===== src/hdl/fsi_pkg.sv =====
package fsi_pkg;

  // communication states, binary codes written out
  typedef enum logic [2:0]
  {
    ST_INIT   = 3'b000,
    ST_PREOP  = 3'b001,
    ST_BOOT   = 3'b010,
    ST_SAFEOP = 3'b011,
    ST_OP     = 3'b100
  } fsi_state_t;

  // error indication classes, lowest code is "no error"
  typedef enum logic [2:0]
  {
    ERR_NONE    = 3'b000,
    ERR_INVALID = 3'b001,
    ERR_UNSOL   = 3'b010,
    ERR_WDOG    = 3'b011,
    ERR_EXCEPT  = 3'b100,
    ERR_BOOT    = 3'b101,
    ERR_FATAL   = 3'b110
  } fsi_err_t;

  typedef struct packed
  {
    logic runGreen;
    logic runRed;
    logic errRed;
    logic linkGreen;
  } fsi_leds_t;

  typedef struct packed
  {
    logic sdoAllow;
    logic pdoTxAllow;
    logic pdoOutCtrl;
    logic busPassive;
  } fsi_svc_t;

  // timebase
  localparam int unsigned CLK_PERIOD_NS = 20;
  localparam int unsigned TICK_MS = 50;
  localparam logic [6:0] PHASE_WRAP = 7'h5F;
  localparam logic [6:0] SINGLE_PERIOD = 7'h18;
  localparam logic [6:0] DOUBLE_PERIOD = 7'h20;
  localparam logic [6:0] FLASH_TICKS = 7'h04;

  // process-data sizing
  localparam logic [8:0] SIZE_DEFAULT = 9'h020;
  localparam logic [8:0] SIZE_MAX = 9'h100;
  localparam logic [8:0] SIZE_R32 = 9'h020;
  localparam logic [8:0] SIZE_R64 = 9'h040;
  localparam logic [8:0] SIZE_R128 = 9'h080;
  localparam logic [8:0] SIZE_R256 = 9'h100;
  localparam logic [15:0] IO_BASE = 16'h0200;

endpackage


===== src/hdl/fsi_indicators.sv =====
`timescale 1ns/1ps

module fsi_indicators #(
  parameter int unsigned TickCycles = (fsi_pkg::TICK_MS * 1000000) / fsi_pkg::CLK_PERIOD_NS
)
(
  input wire logic clk_sys,
  input wire logic rst_n,
  input wire logic clkEn,
  input wire logic masterReqValid,
  input wire fsi_pkg::fsi_state_t masterReqState,
  input wire logic appReqValid,
  input wire fsi_pkg::fsi_state_t appReqState,
  input wire logic fatalEvent,
  input wire logic wdogExpire,
  input wire logic appException,
  input wire logic bootError,
  input wire logic linkUp,
  input wire logic rxActivity,
  input wire logic restrictSizes,
  input wire logic sizeLoad,
  input wire logic [8:0] inBytesCfg,
  input wire logic [8:0] outBytesCfg,
  input wire logic mapReq,
  input wire logic mapOutDir,
  input wire logic [11:0] mapBitIdx,
  output fsi_pkg::fsi_leds_t leds,
  output fsi_pkg::fsi_svc_t svc,
  output fsi_pkg::fsi_state_t commState,
  output fsi_pkg::fsi_err_t errClass,
  output logic reqRefused,
  output logic [8:0] inBytes,
  output logic [8:0] outBytes,
  output logic [15:0] inIoLast,
  output logic [15:0] outIoLast,
  output logic mapValid,
  output logic [15:0] mapIoNum
);

  localparam logic [31:0] TickMax = 32'(TickCycles - 1);

  logic [31:0] tickCnt_q;
  logic tick_q;
  logic [6:0] phase_q;
  logic [6:0] singlePh_q;
  logic [6:0] doublePh_q;
  fsi_pkg::fsi_state_t state_q;
  fsi_pkg::fsi_state_t state_d;
  logic fatal_q;
  logic invalid_q;
  logic unsol_q;
  logic wdog_q;
  logic actSeen_q;
  logic actShown_q;
  logic [8:0] inBytes_q;
  logic [8:0] outBytes_q;
  logic reqOk;
  logic sizesOk;
  logic appOk;
  fsi_pkg::fsi_err_t errNow;
  logic blinkOn;
  logic singleOn;
  logic doubleOn;
  logic flickOn;

  // free-running timebase; every pattern derives from the same tick so they stay in step
  always_ff @(posedge clk_sys)
  begin
    if (!rst_n)
    begin
      tickCnt_q <= 32'h00000000;
      tick_q <= 1'b0;
    end
    else if (clkEn)
    begin
      tick_q <= (tickCnt_q == TickMax);
      if (tickCnt_q == TickMax)
        tickCnt_q <= 32'h00000000;
      else
        tickCnt_q <= tickCnt_q + 32'h00000001;
    end
  end

  always_ff @(posedge clk_sys)
  begin
    if (!rst_n)
    begin
      phase_q <= 7'h00;
      singlePh_q <= 7'h00;
      doublePh_q <= 7'h00;
    end
    else if (clkEn && tick_q)
    begin
      phase_q <= (phase_q == fsi_pkg::PHASE_WRAP) ? 7'h00 : phase_q + 7'h01;
      singlePh_q <= (singlePh_q == fsi_pkg::SINGLE_PERIOD - 7'h01) ? 7'h00 : singlePh_q + 7'h01;
      doublePh_q <= (doublePh_q == fsi_pkg::DOUBLE_PERIOD - 7'h01) ? 7'h00 : doublePh_q + 7'h01;
    end
  end

  // blink: 4 ticks on, 4 off; flashes: 4-tick pulses; flicker: one tick each way
  always_comb
  begin
    blinkOn = ~phase_q[2];
    flickOn = phase_q[0];
    singleOn = singlePh_q < fsi_pkg::FLASH_TICKS;
    doubleOn = (doublePh_q < fsi_pkg::FLASH_TICKS) ||
               ((doublePh_q >= 7'h08) && (doublePh_q < 7'h08 + fsi_pkg::FLASH_TICKS));
  end

  // a size set counts as valid settings only if it is legal for the attached master
  function automatic logic sizeLegal(input logic [8:0] sz, input logic onlyPow);
    logic pow;
    pow = (sz == fsi_pkg::SIZE_R32) || (sz == fsi_pkg::SIZE_R64) ||
          (sz == fsi_pkg::SIZE_R128) || (sz == fsi_pkg::SIZE_R256);
    sizeLegal = onlyPow ? pow : ((sz != 9'h000) && (sz <= fsi_pkg::SIZE_MAX));
  endfunction

  always_comb
  begin
    sizesOk = sizeLegal(inBytes_q, restrictSizes) && sizeLegal(outBytes_q, restrictSizes);
  end

  // legal master-driven transitions; anything past pre-operational needs valid sizes
  always_comb
  begin
    reqOk = 1'b0;
    case (state_q)
      fsi_pkg::ST_INIT:
        reqOk = (masterReqState == fsi_pkg::ST_INIT) || (masterReqState == fsi_pkg::ST_PREOP) ||
                (masterReqState == fsi_pkg::ST_BOOT);
      fsi_pkg::ST_BOOT:
        reqOk = (masterReqState == fsi_pkg::ST_INIT) || (masterReqState == fsi_pkg::ST_BOOT);
      fsi_pkg::ST_PREOP:
        reqOk = (masterReqState == fsi_pkg::ST_INIT) || (masterReqState == fsi_pkg::ST_PREOP) ||
                ((masterReqState == fsi_pkg::ST_SAFEOP) && sizesOk);
      fsi_pkg::ST_SAFEOP:
        reqOk = (masterReqState != fsi_pkg::ST_BOOT) &&
                ((masterReqState != fsi_pkg::ST_OP) || sizesOk);
      fsi_pkg::ST_OP:
        reqOk = (masterReqState != fsi_pkg::ST_BOOT);
      default:
        reqOk = 1'b0;
    endcase
  end

  // the application may only step itself down, never up
  always_comb
  begin
    appOk = appReqValid && (appReqState != fsi_pkg::ST_BOOT) && (state_q != fsi_pkg::ST_BOOT) &&
            (appReqState < state_q) && (appReqState != state_q);
  end

  always_comb
  begin
    state_d = state_q;
    if (masterReqValid && reqOk)
      state_d = masterReqState;
    if (appOk)
      state_d = appReqState;
    else if (wdogExpire && (state_q == fsi_pkg::ST_OP))
      state_d = fsi_pkg::ST_SAFEOP;
  end

  always_ff @(posedge clk_sys)
  begin
    if (!rst_n)
      state_q <= fsi_pkg::ST_INIT;
    else if (clkEn && !fatal_q)
      state_q <= state_d;
  end

  // fatal holds until reset: nothing but rst_n brings the bus interface back
  always_ff @(posedge clk_sys)
  begin
    if (!rst_n)
      fatal_q <= 1'b0;
    else if (clkEn && fatalEvent)
      fatal_q <= 1'b1;
  end

  // error flags: a new event in the clearing cycle wins over the clear
  always_ff @(posedge clk_sys)
  begin
    if (!rst_n)
    begin
      invalid_q <= 1'b0;
      unsol_q <= 1'b0;
      wdog_q <= 1'b0;
    end
    else if (clkEn)
    begin
      if (masterReqValid && !reqOk)
        invalid_q <= 1'b1;
      else if (masterReqValid)
        invalid_q <= 1'b0;
      if (appOk)
        unsol_q <= 1'b1;
      else if (masterReqValid && reqOk)
        unsol_q <= 1'b0;
      if (wdogExpire)
        wdog_q <= 1'b1;
      else if (masterReqValid && reqOk)
        wdog_q <= 1'b0;
    end
  end

  // traffic is judged per tick so single frames still give a visible flicker
  always_ff @(posedge clk_sys)
  begin
    if (!rst_n)
    begin
      actSeen_q <= 1'b0;
      actShown_q <= 1'b0;
    end
    else if (clkEn)
    begin
      if (tick_q)
      begin
        actShown_q <= actSeen_q | rxActivity;
        actSeen_q <= rxActivity;
      end
      else if (rxActivity)
        actSeen_q <= 1'b1;
    end
  end

  // sizes only change in init, as a new size needs the link to restart
  always_ff @(posedge clk_sys)
  begin
    if (!rst_n)
    begin
      inBytes_q <= fsi_pkg::SIZE_DEFAULT;
      outBytes_q <= fsi_pkg::SIZE_DEFAULT;
    end
    else if (clkEn && sizeLoad && (state_q == fsi_pkg::ST_INIT))
    begin
      inBytes_q <= inBytesCfg;
      outBytes_q <= outBytesCfg;
    end
  end

  // highest severity shown first
  always_comb
  begin
    if (fatal_q)
      errNow = fsi_pkg::ERR_FATAL;
    else if (bootError)
      errNow = fsi_pkg::ERR_BOOT;
    else if (appException)
      errNow = fsi_pkg::ERR_EXCEPT;
    else if (wdog_q)
      errNow = fsi_pkg::ERR_WDOG;
    else if (unsol_q)
      errNow = fsi_pkg::ERR_UNSOL;
    else if (invalid_q)
      errNow = fsi_pkg::ERR_INVALID;
    else
      errNow = fsi_pkg::ERR_NONE;
  end

  always_ff @(posedge clk_sys)
  begin
    if (!rst_n)
    begin
      leds <= '0;
      errClass <= fsi_pkg::ERR_NONE;
    end
    else if (clkEn)
    begin
      errClass <= errNow;
      if (fatal_q)
      begin
        leds.runGreen <= 1'b0;
        leds.runRed <= 1'b1;
      end
      else
      begin
        leds.runRed <= 1'b0;
        case (state_q)
          fsi_pkg::ST_INIT: leds.runGreen <= 1'b0;
          fsi_pkg::ST_OP: leds.runGreen <= 1'b1;
          fsi_pkg::ST_PREOP: leds.runGreen <= blinkOn;
          fsi_pkg::ST_SAFEOP: leds.runGreen <= singleOn;
          fsi_pkg::ST_BOOT: leds.runGreen <= flickOn;
          default: leds.runGreen <= 1'b0;
        endcase
      end
      case (errNow)
        fsi_pkg::ERR_FATAL: leds.errRed <= 1'b1;
        fsi_pkg::ERR_BOOT: leds.errRed <= flickOn;
        fsi_pkg::ERR_EXCEPT: leds.errRed <= 1'b1;
        fsi_pkg::ERR_WDOG: leds.errRed <= doubleOn;
        fsi_pkg::ERR_UNSOL: leds.errRed <= singleOn;
        fsi_pkg::ERR_INVALID: leds.errRed <= blinkOn;
        default: leds.errRed <= 1'b0;
      endcase
      if (!linkUp)
        leds.linkGreen <= 1'b0;
      else if (actShown_q)
        leds.linkGreen <= flickOn;
      else
        leds.linkGreen <= 1'b1;
    end
  end

  // service gating per state; a fatal event shuts every service off
  always_ff @(posedge clk_sys)
  begin
    if (!rst_n)
    begin
      svc <= '0;
      commState <= fsi_pkg::ST_INIT;
      reqRefused <= 1'b0;
    end
    else if (clkEn)
    begin
      commState <= state_q;
      reqRefused <= masterReqValid && !reqOk && !fatal_q;
      svc.busPassive <= fatal_q;
      svc.sdoAllow <= !fatal_q && ((state_q == fsi_pkg::ST_PREOP) || (state_q == fsi_pkg::ST_SAFEOP) ||
                                   (state_q == fsi_pkg::ST_OP));
      svc.pdoTxAllow <= !fatal_q && ((state_q == fsi_pkg::ST_SAFEOP) ||
                                     (state_q == fsi_pkg::ST_OP));
      svc.pdoOutCtrl <= !fatal_q && (state_q == fsi_pkg::ST_OP);
    end
  end

  // io numbering: one number per process-data bit, from the io base upward
  always_ff @(posedge clk_sys)
  begin
    if (!rst_n)
    begin
      inBytes <= fsi_pkg::SIZE_DEFAULT;
      outBytes <= fsi_pkg::SIZE_DEFAULT;
      inIoLast <= 16'h0000;
      outIoLast <= 16'h0000;
      mapValid <= 1'b0;
      mapIoNum <= 16'h0000;
    end
    else if (clkEn)
    begin
      inBytes <= inBytes_q;
      outBytes <= outBytes_q;
      inIoLast <= fsi_pkg::IO_BASE + {4'h0, inBytes_q, 3'h0} - 16'h0001;
      outIoLast <= fsi_pkg::IO_BASE + {4'h0, outBytes_q, 3'h0} - 16'h0001;
      mapValid <= mapReq && (mapBitIdx < (mapOutDir ? {outBytes_q, 3'h0} : {inBytes_q, 3'h0}));
      mapIoNum <= fsi_pkg::IO_BASE + {4'h0, mapBitIdx};
    end
  end

endmodule


===== config.mk =====
export PLATFORM = sky130hd
export DESIGN_NAME = fsi_indicators
export DESIGN_NICKNAME = d
export VERILOG_FILES = /design/src/hdl/fsi_pkg.sv /design/src/hdl/fsi_indicators.sv
export SDC_FILE = /design/constraint.sdc
export NUM_CORES = 1
export LEC_CHECK = 0
export ABC_CLOCK_PERIOD_IN_PS = 6250
export BUFFER_PORTS_ARGS = -buffer_cell sky130_fd_sc_hd__buf_4
export CAP_MARGIN = 25
export CORE_MARGIN = 2
export CORE_UTILIZATION = 32
export DETAILED_ROUTE_END_ITERATION = 8
export PLACE_DENSITY = 0.55
export SYNTH_ARGS = -nofsm -noshare
export SYNTH_HDL_FRONTEND = slang
export SYNTH_SLANG_ARGS = --single-unit

===== constraint.sdc =====
create_clock -name clk_sys -period 6.25 [get_ports clk_sys]
set_clock_uncertainty 0.15 [all_clocks]
set_input_delay 1.25 -clock clk_sys [delete_from_list [all_inputs] [get_ports clk_sys]]
set_output_delay 1.25 -clock clk_sys [all_outputs]
set_load 0.03 [all_outputs]

# Yosys cells after proc, flatten, opt, wreduce, memory -nomap -nowiden

Cells that the tools add are included.

Flip-flop bits (word level): 163
Input bits: 51
Output and inout port bits: 82

$add $sub $neg: 9
Order comparisons: 8
Equality and inequality tests: 30
Muxes and demuxes: 29
Bitwise logic cells: 2
Reductions and logical operators: 56

Operator list:

| kind                     | count |
|---|---|
| $add A10 B12 Y13 const A | 3 |
| $add A32 B1 Y32 const B  | 1 |
| $eq A32 B22 Y1 const B   | 1 |
| $mux W32                 | 1 |
| $sub A13 B1 Y14 const B  | 2 |
| $logic_and A1 B1 Y1      | 23 |
| $add A7 B1 Y7 const B    | 3 |
| $mux W7                  | 3 |
| $eq A3 B2 Y1 const B     | 6 |
| $eq A9 B6 Y1 const B     | 2 |
| $eq A9 B7 Y1 const B     | 2 |
| $eq A9 B8 Y1 const B     | 2 |
| $eq A9 B9 Y1 const B     | 2 |
| $le A9 B9 Y1 const B     | 2 |
| $mux W3                  | 6 |
| $reduce_bool A9 Y1       | 2 |
| $logic_or A1 B1 Y1       | 15 |
| $eq A7 B5 Y1 const B     | 2 |
| $lt A7 B3 Y1 const B     | 2 |
| $eq A3 B3 Y1 const B     | 4 |
| $lt A12 B12 Y1           | 1 |
| $mux W1                  | 12 |
| $mux W12                 | 1 |
| $reduce_and A2 Y1        | 6 |
| other kinds (18)         | 30 |

# Logic depth before layout (Yosys ltp)

Gate-level depths: netlist of the first run.

Depth after elaboration: 13
Depth in mapped cells: 11
Mapped depth without buffers: 11

# Worst setup path before layout of the first run

No wires, ideal clock.

Path kind: input to register
Start point: input appReqState[0]
End point: register state_q[0]
Library setup time: 0.072 ns
Arrival: 2.718 ns
Setup slack: 3.310 ns
Stages: 8
Path buffers: 0
Path through: inv_1 > ha_1 > nand2b_1 > a21oi_1 > o21ai_1 > nand2_1 > o31ai_2 > mux2i_1

Longest elaborated chain between the ends: 7
Elaborated cells between the ends (all ways): 10
Classes of those cells: order compare: 1; eq/ne: 2; mux: 1; reduce/logical: 6

RTL lines:

| what                                                 | RTL line              | text |
|---|---|---|
| start, declared                                      | fsi_indicators.sv:13  | `input wire fsi_pkg::fsi_state_t appReqState,` |
| branches (longest 7 deep; another with $lt A3 B3 Y1) | n/a                   |  |
| end signal, assigned                                 | fsi_indicators.sv:167 | `state_q <= fsi_pkg::ST_INIT;` |
| end signal, assigned                                 | fsi_indicators.sv:169 | `state_q <= state_d;` |
| end, declared                                        | fsi_indicators.sv:47  | `fsi_pkg::fsi_state_t state_q;` |

Several ways; the timed one is not identified.
A chain may end at the register's enable or synchronous reset.

==> results of run 1 <==
## worst max path at each step
stage	from	endpoint	slack, ns	depth (start not counted)
2_1_floorplan	appReqState[0]	state_q[0]	3.31	8
3_3_place_gp	clkEn	reqRefused	2.41	7
3_5_place_dp	clkEn	reqRefused	2.38	7
4_1_cts	clkEn	reqRefused	2.82	7
5_1_grt	clkEn	reqRefused	2.62	7
6_report	clkEn	reqRefused	2.82	7
## Yosys cell counts (8+ instances only)
cell type | count | area [sq um]
dfxtp_1 | 148 | 2960
nor2_1 | 129 | 484
nand2_1 | 87 | 327
mux2i_1 | 45 | 450
a21oi_1 | 42 | 210
xor2_1 | 36 | 315
clkbuf_1 | 23 | 86.3
ha_1 | 22 | 275
xnor2_1 | 22 | 193
nand3_1 | 20 | 100
nand4_1 | 20 | 125
buf_4 | 19 | 143
inv_1 | 19 | 71.3
o21ai_0 | 19 | 95.1
nor3_1 | 16 | 80.1
a211oi_1 | 14 | 105
buf_2 | 11 | 55.1
and3_1 | 8 | 50.1
## metal layers
metal	routed length (microns)	up-vias
li1	-	2912
met1	8380	2585
met2	8050	114
met3	1120	16
met4	263	0
met5	0	-
## flip-flops by register name (all words and copies together) (netlist names), 3 cells and up
register / count
outBytes: 9
leds: 4
inBytes: 9
doublePh_q: 7
inBytes_q: 9
svc: 3
errClass: 3
outBytes_q: 9
singlePh_q: 7
mapIoNum: 13
commState: 3
outIoLast: 10
inIoLast: 11
tickCnt_q: 32
state_q: 3
phase_q: 7
## worst reg2reg max path: stages, from the launching register on
cell and delay, ns:
dfxtp_1 0.63, inv_1 0.26, ha_1 0.33, inv_1 0.03
o21ai_1 0.45, nand2_1 0.14, o31ai_2 0.45, mux2i_1 0.23
## area by class of cell
cell class | instances | share of cell area [%]
Clock inverter | 14 | 2.07
Tap cell | 275 | 4.04
Clock buffer | 18 | 5.04
Timing Repair Buffer | 126 | 11.4
Sequential cell | 148 | 34.8
Inverter | 20 | 0.882
Multi-Input combinational cell | 577 | 41.8
## power breakdown
group	switching, uW	internal, uW
clock network	419	633
registers	42.6	980
logic	189	125
total	651	1740
## cells by family (layout without fill, tap and decap cells)
kind of cell / Yosys count / in the layout / synth area share (%)
simple gates: 322 / 322 / 21.9
buf+inv: 82 / 178 / 5.86
xor+xnor: 58 / 58 / 7.37
fa+ha+maj: 22 / 22 / 3.99
mux: 46 / 46 / 6.70
compound gates: 120 / 120 / 11.1
flops: 148 / 148 / 43.0
other cells: 1 / 9 / 0.0544
## through the flow
stage	instance area, sq um	util [%]
after floorplan	6920	-
after global placement	7880	37.4
after detailed placement	7900	37.5
after CTS	8510	40.4
after global routing	8510	40.4
final	8510	40.4
==> results.py, run 1 <==
metrics = {
    "outcome": {
        "status": "completed",
    },
    "clock_tree": {
        "clockBufferDepth": 2,
        "clock_sinks": 148,
        "cts_root_buf": "clkbuf_16",
        "cts_made_buffers": 17,
        "cts.clk_slew.worst_paths_ns": 0.06,
        "hold_buffers": 0,
        "cts_tree": "yes",
        "post-cts-setup-buffer-count": 0,
        "cts_htree_levels": 4,
        "cts-resized-gates": 0,
        "clkLatencyLatePin_ns": 0.42,
    },
    "worst_setup_path": {
        "crit_type": "primary input to register",
        "r2r_slack_ns": 3.52,
        "cp_slowest_cell": "buf_4",
        "cp_top_family": "buffers and inverters",
        "cp_slowest_stage_delay_ns": 0.65,
        "cp_cell_sequence": "buf_4, buf_4, inv_1, nor2_1, nand2_1, a2bb2oi_1, nor2_1",
        "regToRegEndpoint": "state_q[0]",
        "crit-reg2reg-launch": "state_q[2]",
        "cp-end-kind": "register",
        "reg2regPathDepth": 7,
        "startpoint_type": "primary input",
        "critPathMaxFanout": 54,
        "crit_required_ns": 6.45,
        "cp.arrival_ns": 3.63,
        "crit_buf_inv": 3,
    },
    "final_layout": {
        "antenna_cells": 0,
        "fin_nets": 963,
        "fin_cells": 1178,
        "register_area_sq_um": 2960,
        "layout_commonest_cell": "dfxtp_1",
        "nFillCells": 2144,
        "final_cell_mix": "dfxtp_1 (148), nor2_1 (129), buf_4 (125)",
        "layout-drive-gt1-share_pct": 18.8,
        "syn_to_final_growth_pct": 23.5,
        "multi_input_area_sq_um": 3560,
    },
    "grt": {
        "grt_max_degree": 61,
        "grt-busiest-layer": "met2",
        "overflow": 0,
        "grtUsageMet3_pct": 5.76,
        "grt_use_met2_pct": 25.0,
        "first_global_vias": 5403,
        "antenna_found_initial": 0,
        "grt_pass1_wl_microns": 28600,
        "gr-usage-all-layers_pct": 16.1,
        "grt_util_met1_pct": 20.5,
    },
    "timing": {
        "max-slew-margin-rel_pct": 42.6,
        "setup_tns_ns": 0,
        "rsz0062_at_grt": "false",
        "finalWorstSetupSlack_ns": 2.82,
        "whs_ns": 0.316,
        "worst_pin_slew_ns": 0.859,
        "hold_viol_final": 0,
        "period_share_pct": 54.9,
        "fin_crit_ns": 3.43,
        "slew_viol_final": 0,
        "clock.fmax_ghz": 0.291,
        "setup_viol": 0,
    },
    "route": {
        "ant_nets": 0,
        "drt_wl_total_microns": 17800,
        "post_drt_wl_per_cell_microns": 15.1,
        "dr.first_iter.drc_count": 253,
        "vias": 5627,
        "via_per_inst": 4.78,
        "firstDrtPassIters": 4,
        "drc": 0,
    },
    "run": {
        "drv_cap": 0,
    },
    "worst_hold_path": {
        "holdPathStages": 2,
        "whs_endpoint": "actShown_q",
        "hold_start": "actShown_q",
        "hp-class": "register to register",
    },
    "die": {
        "core_sq_um": 21100,
        "rows": 53,
        "initial_utilization_pct": 32.7,
        "die_h_microns": 151,
        "die_w_microns": 151,
        "boundaryPins": 133,
        "dieArea_sq_um": 22700,
    },
    "placement": {
        "dp.final_hpwl_microns": 12600,
        "routabilityCongestion": 0.784,
        "dp.cells": 1146,
        "portBuffers": 123,
        "preCtsSetupSlack_ns": 2.38,
    },
    "yosys": {
        "synthCells": 799,
        "yosys_warnings": 0,
        "synth_edf_count": 0,
        "synthArstFlopShare_pct": 0,
        "ys_types": 67,
        "ys_seq_area_share_pct": 43.0,
        "ys_seq_elements": 148,
        "syn_area_per_cell_sq_um": 8.63,
        "synthFlopType": "dfxtp_1",
        "synth.cell_area_sq_um": 6890,
    },
    "power": {
        "power.density_nw_per_um2": 281,
        "ir_drop_mv": 0.195,
        "power.total_uw": 2390,
        "leakagePower_uw": 0.00355,
    },
}
Power figures use the tool's default switching activity.
==> run 2, diff against run 1 <==
--- a/config.mk
+++ b/config.mk
@@ -5,13 +5,13 @@
 export SDC_FILE = /design/constraint.sdc
 export NUM_CORES = 1
 export LEC_CHECK = 0
-export ABC_CLOCK_PERIOD_IN_PS = 6250
+export ABC_CLOCK_PERIOD_IN_PS = 2800
 export BUFFER_PORTS_ARGS = -buffer_cell sky130_fd_sc_hd__buf_4
 export CAP_MARGIN = 25
 export CORE_MARGIN = 2
 export CORE_UTILIZATION = 32
 export DETAILED_ROUTE_END_ITERATION = 8
-export PLACE_DENSITY = 0.55
+export PLACE_DENSITY = 0.57
 export SYNTH_ARGS = -nofsm -noshare
 export SYNTH_HDL_FRONTEND = slang
 export SYNTH_SLANG_ARGS = --single-unit
==> constraint.sdc (replaced) <==
create_clock -name clk_sys -period 2.8 [get_ports clk_sys]
set_clock_uncertainty 0.15 [all_clocks]
set_input_delay 0.56 -clock clk_sys [delete_from_list [all_inputs] [get_ports clk_sys]]
set_output_delay 0.56 -clock clk_sys [all_outputs]
set_load 0.03 [all_outputs]
==> results.py, run 2 (synthesis results as in run 1) <==
metrics = {
    "die": {
        "dieArea_sq_um": 22700,
        "initial_utilization_pct": 32.7,
        "die_h_microns": 151,
        "rows": 53,
        "die_w_microns": 151,
        "boundaryPins": 133,
        "core_sq_um": 21100,
    },
    "final_layout": {
        "fin_cells": 1190,
        "register_area_sq_um": 2960,
        "reg_top3": "tickCnt_q: 32 flops, mapIoNum: 13 flops, inIoLast: 11 flops",
        "antenna_cells": 0,
        "multi_input_area_sq_um": 3560,
        "largest_register_ffs": 32,
        "final_cell_mix": "dfxtp_1 (148), buf_4 (137), nor2_1 (129)",
        "max_flop_register": "tickCnt_q",
        "nFillCells": 2159,
        "layout_commonest_cell": "dfxtp_1",
        "layout-drive-gt1-share_pct": 20.0,
        "fin_nets": 976,
        "design_area_sq_um": 8600,
        "syn_to_final_growth_pct": 24.8,
    },
    "worst_setup_path": {
        "setup.worst_path.start": "inBytes_q[0]",
        "startpoint_type": "register",
        "crit_required_ns": 2.99,
        "cp.arrival_ns": 2.73,
        "crit-reg2reg-launch": "inBytes_q[0]",
        "r2r_slack_ns": 0.26,
        "critPathMaxFanout": 7,
        "crit_type": "register to register",
        "regToRegEndpoint": "state_q[1]",
        "reg2regPathDepth": 11,
        "cp-end-kind": "register",
    },
    "placement": {
        "dp.final_hpwl_microns": 13100,
        "dp.cells": 1159,
        "portBuffers": 123,
        "placed_area_sq_um": 8010,
        "routabilityCongestion": 0.830,
    },
    "route": {
        "drt_wl_total_microns": 18100,
        "drc": 0,
        "vias": 5732,
        "ant_nets": 0,
        "firstDrtPassIters": 6,
        "dr.first_iter.drc_count": 300,
        "post_drt_wl_per_cell_microns": 15.2,
        "via_per_inst": 4.82,
    },
    "timing": {
        "rsz0062_at_grt": "false",
        "clock.fmax_ghz": 0.394,
        "hold_viol_final": 0,
        "worst_pin_slew_ns": 0.688,
        "slew_viol_final": 0,
        "setup_viol": 0,
        "period_share_pct": 90.7,
        "max-slew-margin-rel_pct": 54.1,
        "setup_tns_ns": 0,
        "fin_crit_ns": 2.54,
    },
    "power": {
        "leakagePower_uw": 0.00361,
        "p_sw_uw": 1430,
        "p_comb_share_pct": 13.9,
        "clkPwrFrac_pct": 43.2,
        "power.density_nw_per_um2": 615,
        "seq_power_share_pct": 42.9,
        "ir_drop_mv": 0.428,
        "internal-power_uw": 3860,
        "switching_share_pct": 27.1,
    },
    "grt": {
        "antenna_found_initial": 0,
        "gr-usage-all-layers_pct": 16.3,
        "grt_max_degree": 51,
        "overflow": 0,
        "grt_pass1_wl_microns": 28700,
        "first_global_vias": 5395,
    },
    "clock_tree": {
        "cts-resized-gates": 0,
        "cts.clk_slew.worst_paths_ns": 0.06,
        "cts_root_buf": "clkbuf_16",
        "hold_buffers": 0,
        "cts_tree": "yes",
        "cts_htree_levels": 4,
        "cts_made_buffers": 17,
        "clockBufferDepth": 2,
        "clkLatencyLatePin_ns": 0.42,
        "clock_sinks": 148,
        "post-cts-setup-buffer-count": 0,
    },
    "worst_hold_path": {
        "whs_endpoint": "mapIoNum[9]",
        "holdPathStages": 2,
        "hold_start": "mapBitIdx[9]",
        "hp-class": "primary input to register",
    },
    "outcome": {
        "status": "completed",
    },
    "run": {
        "drv_cap": 0,
    },
}
-- run 2: cell types whose count changed in the layout (fill, tap and decap cells not counted) --
| cell | before | now |
|---|---|---|
| buf_12 | 0 | 2 |
| buf_16 | 1 | 0 |
| buf_4 | 125 | 137 |
| bufinv_16 | 3 | 2 |
| clkbuf_1 | 1 | 0 |
| clkbuf_8 | 0 | 3 |
| inv_6 | 2 | 1 |
| inv_8 | 1 | 0 |
-- run 2: cell type report --
type | count | share of cell area [%]
clock inverter | 11 | 1.47
clock buffer | 20 | 5.43
timing repair buffer | 139 | 12.4
inverter | 20 | 0.873
sequential | 148 | 34.5
multi-input combinational | 577 | 41.4
tap | 275 | 4.00
-- run 2: critical path, cell delays in order (launching register included) --
cell and delay [ns]:
dfxtp_1 0.42, inv_1 0.09, ha_1 0.20, nand2_1 0.09, nor4b_1 0.06, ha_1 0.29
nor3_1 0.05, a21oi_1 0.12, o31ai_1 0.12, and3_1 0.22, o31ai_2 0.41, mux2i_1 0.25
-- run 2: worst max path at each step --
stage               slack, ns         end
floorplan                0.53  state_q[0]
global placement         0.37  state_q[1]
detailed placement       0.31  state_q[1]
CTS                      0.25  state_q[1]
global route             0.09  state_q[1]
finish                   0.26  state_q[1]
-- run 2: per-layer routing --
metal	share of wire [%]	routed length, microns	up-vias	track usage, %
met4	1.5	274	0	5.05
met2	46	8390	122	25.4
li1	-	-	2929	-
met1	48	8630	2664	22.0
met3	4.7	849	17	4.15
met5	0	0	-	0
-- run 2: power by group through the flow --
| stage | registers (uW) | clock network, uW | logic [uW] |
|---|---|---|---|
| 2_1_floorplan | 2380 | 0 | 400 |
| 3_3_place_gp | 2310 | 0 | 736 |
| 3_5_place_dp | 2310 | 0 | 740 |
| 4_1_cts | 2270 | 2330 | 745 |
| 5_1_grt | 2280 | 2420 | 806 |
| 6_report | 2270 | 2280 | 738 |
-- run 2: per-stage QoR --
stage	hold WS, ns	total power (uW)	util, %	setup slack (ns)
4_1_cts	0.199	5340	40.8	0.245
5_1_grt	0.200	5510	40.8	0.0888
3_3_place_gp	0.302	3050	38.0	0.371
3_5_place_dp	0.311	3060	38.0	0.308
2_1_floorplan	0.291	2780	-	0.531
6_report	0.216	5290	40.8	0.259
==> run 3, diff against run 2 <==
--- a/config.mk
+++ b/config.mk
@@ -5,13 +5,12 @@
 export SDC_FILE = /design/constraint.sdc
 export NUM_CORES = 1
 export LEC_CHECK = 0
-export ABC_CLOCK_PERIOD_IN_PS = 2800
 export BUFFER_PORTS_ARGS = -buffer_cell sky130_fd_sc_hd__buf_4
 export CAP_MARGIN = 25
 export CORE_MARGIN = 2
-export CORE_UTILIZATION = 32
+export CORE_UTILIZATION = 23
 export DETAILED_ROUTE_END_ITERATION = 8
-export PLACE_DENSITY = 0.57
+export PLACE_DENSITY = 0.45
 export SYNTH_ARGS = -nofsm -noshare
 export SYNTH_HDL_FRONTEND = slang
 export SYNTH_SLANG_ARGS = --single-unit
==> results.py, run 3 (synthesis results as in run 1) <==
metrics = {
    "worst_setup_path": {
        "cp_slowest_stage_delay_ns": 0.36,
        "crit_type": "register to register",
        "crit_top_cell": "ha_1",
        "startpoint_type": "register",
        "cp.arrival_ns": 2.60,
        "crit_required_ns": 2.92,
        "cp_cell_sequence": "inv_1, ha_1, nand2_1, nor4b_1, ha_1, nor3_1, nor2_1, o41ai_1, a31o_2, nor2b_1, o32ai_1",
        "cp-end-kind": "register",
        "cp_slowest_cell": "dfxtp_1",
        "crit_buf_inv": 1,
        "r2r_slack_ns": 0.31,
        "critPathMaxFanout": 7,
        "cp_top_family": "simple AND/OR/NAND/NOR gates",
    },
    "power": {
        "leakagePower_uw": 0.00366,
        "p_comb_share_pct": 14.0,
        "p_sw_uw": 1470,
        "seq_power_share_pct": 41.4,
        "switching_share_pct": 26.9,
        "power.density_nw_per_um2": 620,
        "ir_drop_mv": 0.365,
        "clkPwrFrac_pct": 44.6,
        "power.total_uw": 5480,
        "internal-power_uw": 4000,
    },
    "die": {
        "die_w_microns": 177,
        "rows": 63,
        "die_h_microns": 177,
        "initial_utilization_pct": 23.3,
        "core_sq_um": 29600,
        "boundaryPins": 133,
        "dieArea_sq_um": 31400,
    },
    "final_layout": {
        "fin_nets": 982,
        "final_cell_mix": "dfxtp_1 (148), buf_4 (142), nor2_1 (129)",
        "layout_commonest_cell": "dfxtp_1",
        "nFillCells": 3176,
        "largest_register_ffs": 32,
        "reg_top3": "tickCnt_q: 32 flops, mapIoNum: 13 flops, inIoLast: 11 flops",
        "syn_to_final_growth_pct": 28.2,
        "max_flop_register": "tickCnt_q",
        "layout-drive-gt1-share_pct": 20.5,
        "antenna_cells": 0,
    },
    "grt": {
        "grt_max_degree": 71,
        "overflow": 0,
        "antenna_found_initial": 0,
        "gr-usage-all-layers_pct": 13.2,
        "grt_pass1_wl_microns": 32000,
        "first_global_vias": 5681,
    },
    "route": {
        "vias": 5766,
        "ant_nets": 0,
        "post_drt_wl_per_cell_microns": 15.3,
        "wl_met3_microns": 916,
        "via_per_inst": 4.39,
        "wl_met1_microns": 9360,
        "wl_met2_microns": 9450,
        "dr.first_iter.drc_count": 258,
        "top_layer": "met4",
        "drc": 0,
        "firstDrtPassIters": 5,
        "drt_wl_total_microns": 20000,
    },
    "timing": {
        "hold_viol_final": 0,
        "clock.fmax_ghz": 0.402,
        "fin_crit_ns": 2.49,
        "max-slew-margin-rel_pct": 44.2,
        "worst_pin_slew_ns": 0.837,
        "setup_tns_ns": 0,
        "slew_viol_final": 0,
        "setup_viol": 0,
        "rsz0062_at_grt": "false",
        "period_share_pct": 88.8,
    },
    "clock_tree": {
        "cts_tree": "yes",
        "cts_made_buffers": 17,
        "clkLatencyLatePin_ns": 0.42,
        "cts_htree_levels": 4,
        "clock_sinks": 148,
        "cts.clk_slew.worst_paths_ns": 0.07,
        "cts_root_buf": "clkbuf_16",
        "cts-resized-gates": 0,
        "post-cts-setup-buffer-count": 0,
        "hold_buffers": 0,
        "clockBufferDepth": 2,
    },
    "outcome": {
        "status": "completed",
    },
    "placement": {
        "dp.final_hpwl_microns": 14500,
        "routabilityCongestion": 0.793,
        "portBuffers": 123,
    },
    "run": {
        "drv_cap": 0,
    },
    "worst_hold_path": {
        "hp-class": "primary input to register",
    },
}
[run 3: tightest hold or removal path: cells and delay by family]
family        cells  cell delay (ns)
buf+inv           1             0.08
simple gates      2             0.10
[run 3: per-stage QoR]
stage                     worst slack (ns)  area [sq um]  utilization (%)  cells  hold slack, ns
after floorplan                      0.531          6920                -    807           0.291
after global placement               0.353          8210             27.8   1280           0.303
after detailed placement             0.292          8210             27.8   1280           0.314
after CTS                            0.264          8830             29.9   1312           0.183
after global routing                0.0615          8840             29.9   1312           0.200
final                                0.315          8840             29.9   1312           0.198
[run 3: final timing paths]
kind / start / to / depth (start not counted)
worst max-delay path: inBytes_q[0] / unsol_q / 11
worst max register to register: inBytes_q[0] / unsol_q / 11
worst min register to register: actShown_q / actShown_q / 2
worst min-delay path: outBytesCfg[5] / outBytes_q[5] / 3
[run 3: power groups by stage]
stage | logic [uW] | registers [uW] | clock network (uW)
after global routing | 842 | 2280 | 2600
after CTS | 775 | 2270 | 2510
after floorplan | 400 | 2380 | 0
after global placement | 771 | 2310 | 0
final | 767 | 2270 | 2440
after detailed placement | 772 | 2310 | 0
[run 3: routing by layer]
layer  up-vias  global-route usage [%]
li1       2941                       -
met1      2668                    17.4
met2       138                    21.4
met3        19                    2.86
met4         0                    4.10
met5         -                       0
[run 3: area by class of cell]
cell class	instances	area [sq um]	area share (%)
Timing Repair Buffer	145	1130	12.7
Sequential cell	148	2960	33.5
Clock inverter	13	180	2.04
Inverter	20	75.1	0.849
Clock buffer	19	443	5.01
Tap cell	390	488	5.52
Multi-Input combinational cell	577	3560	40.3
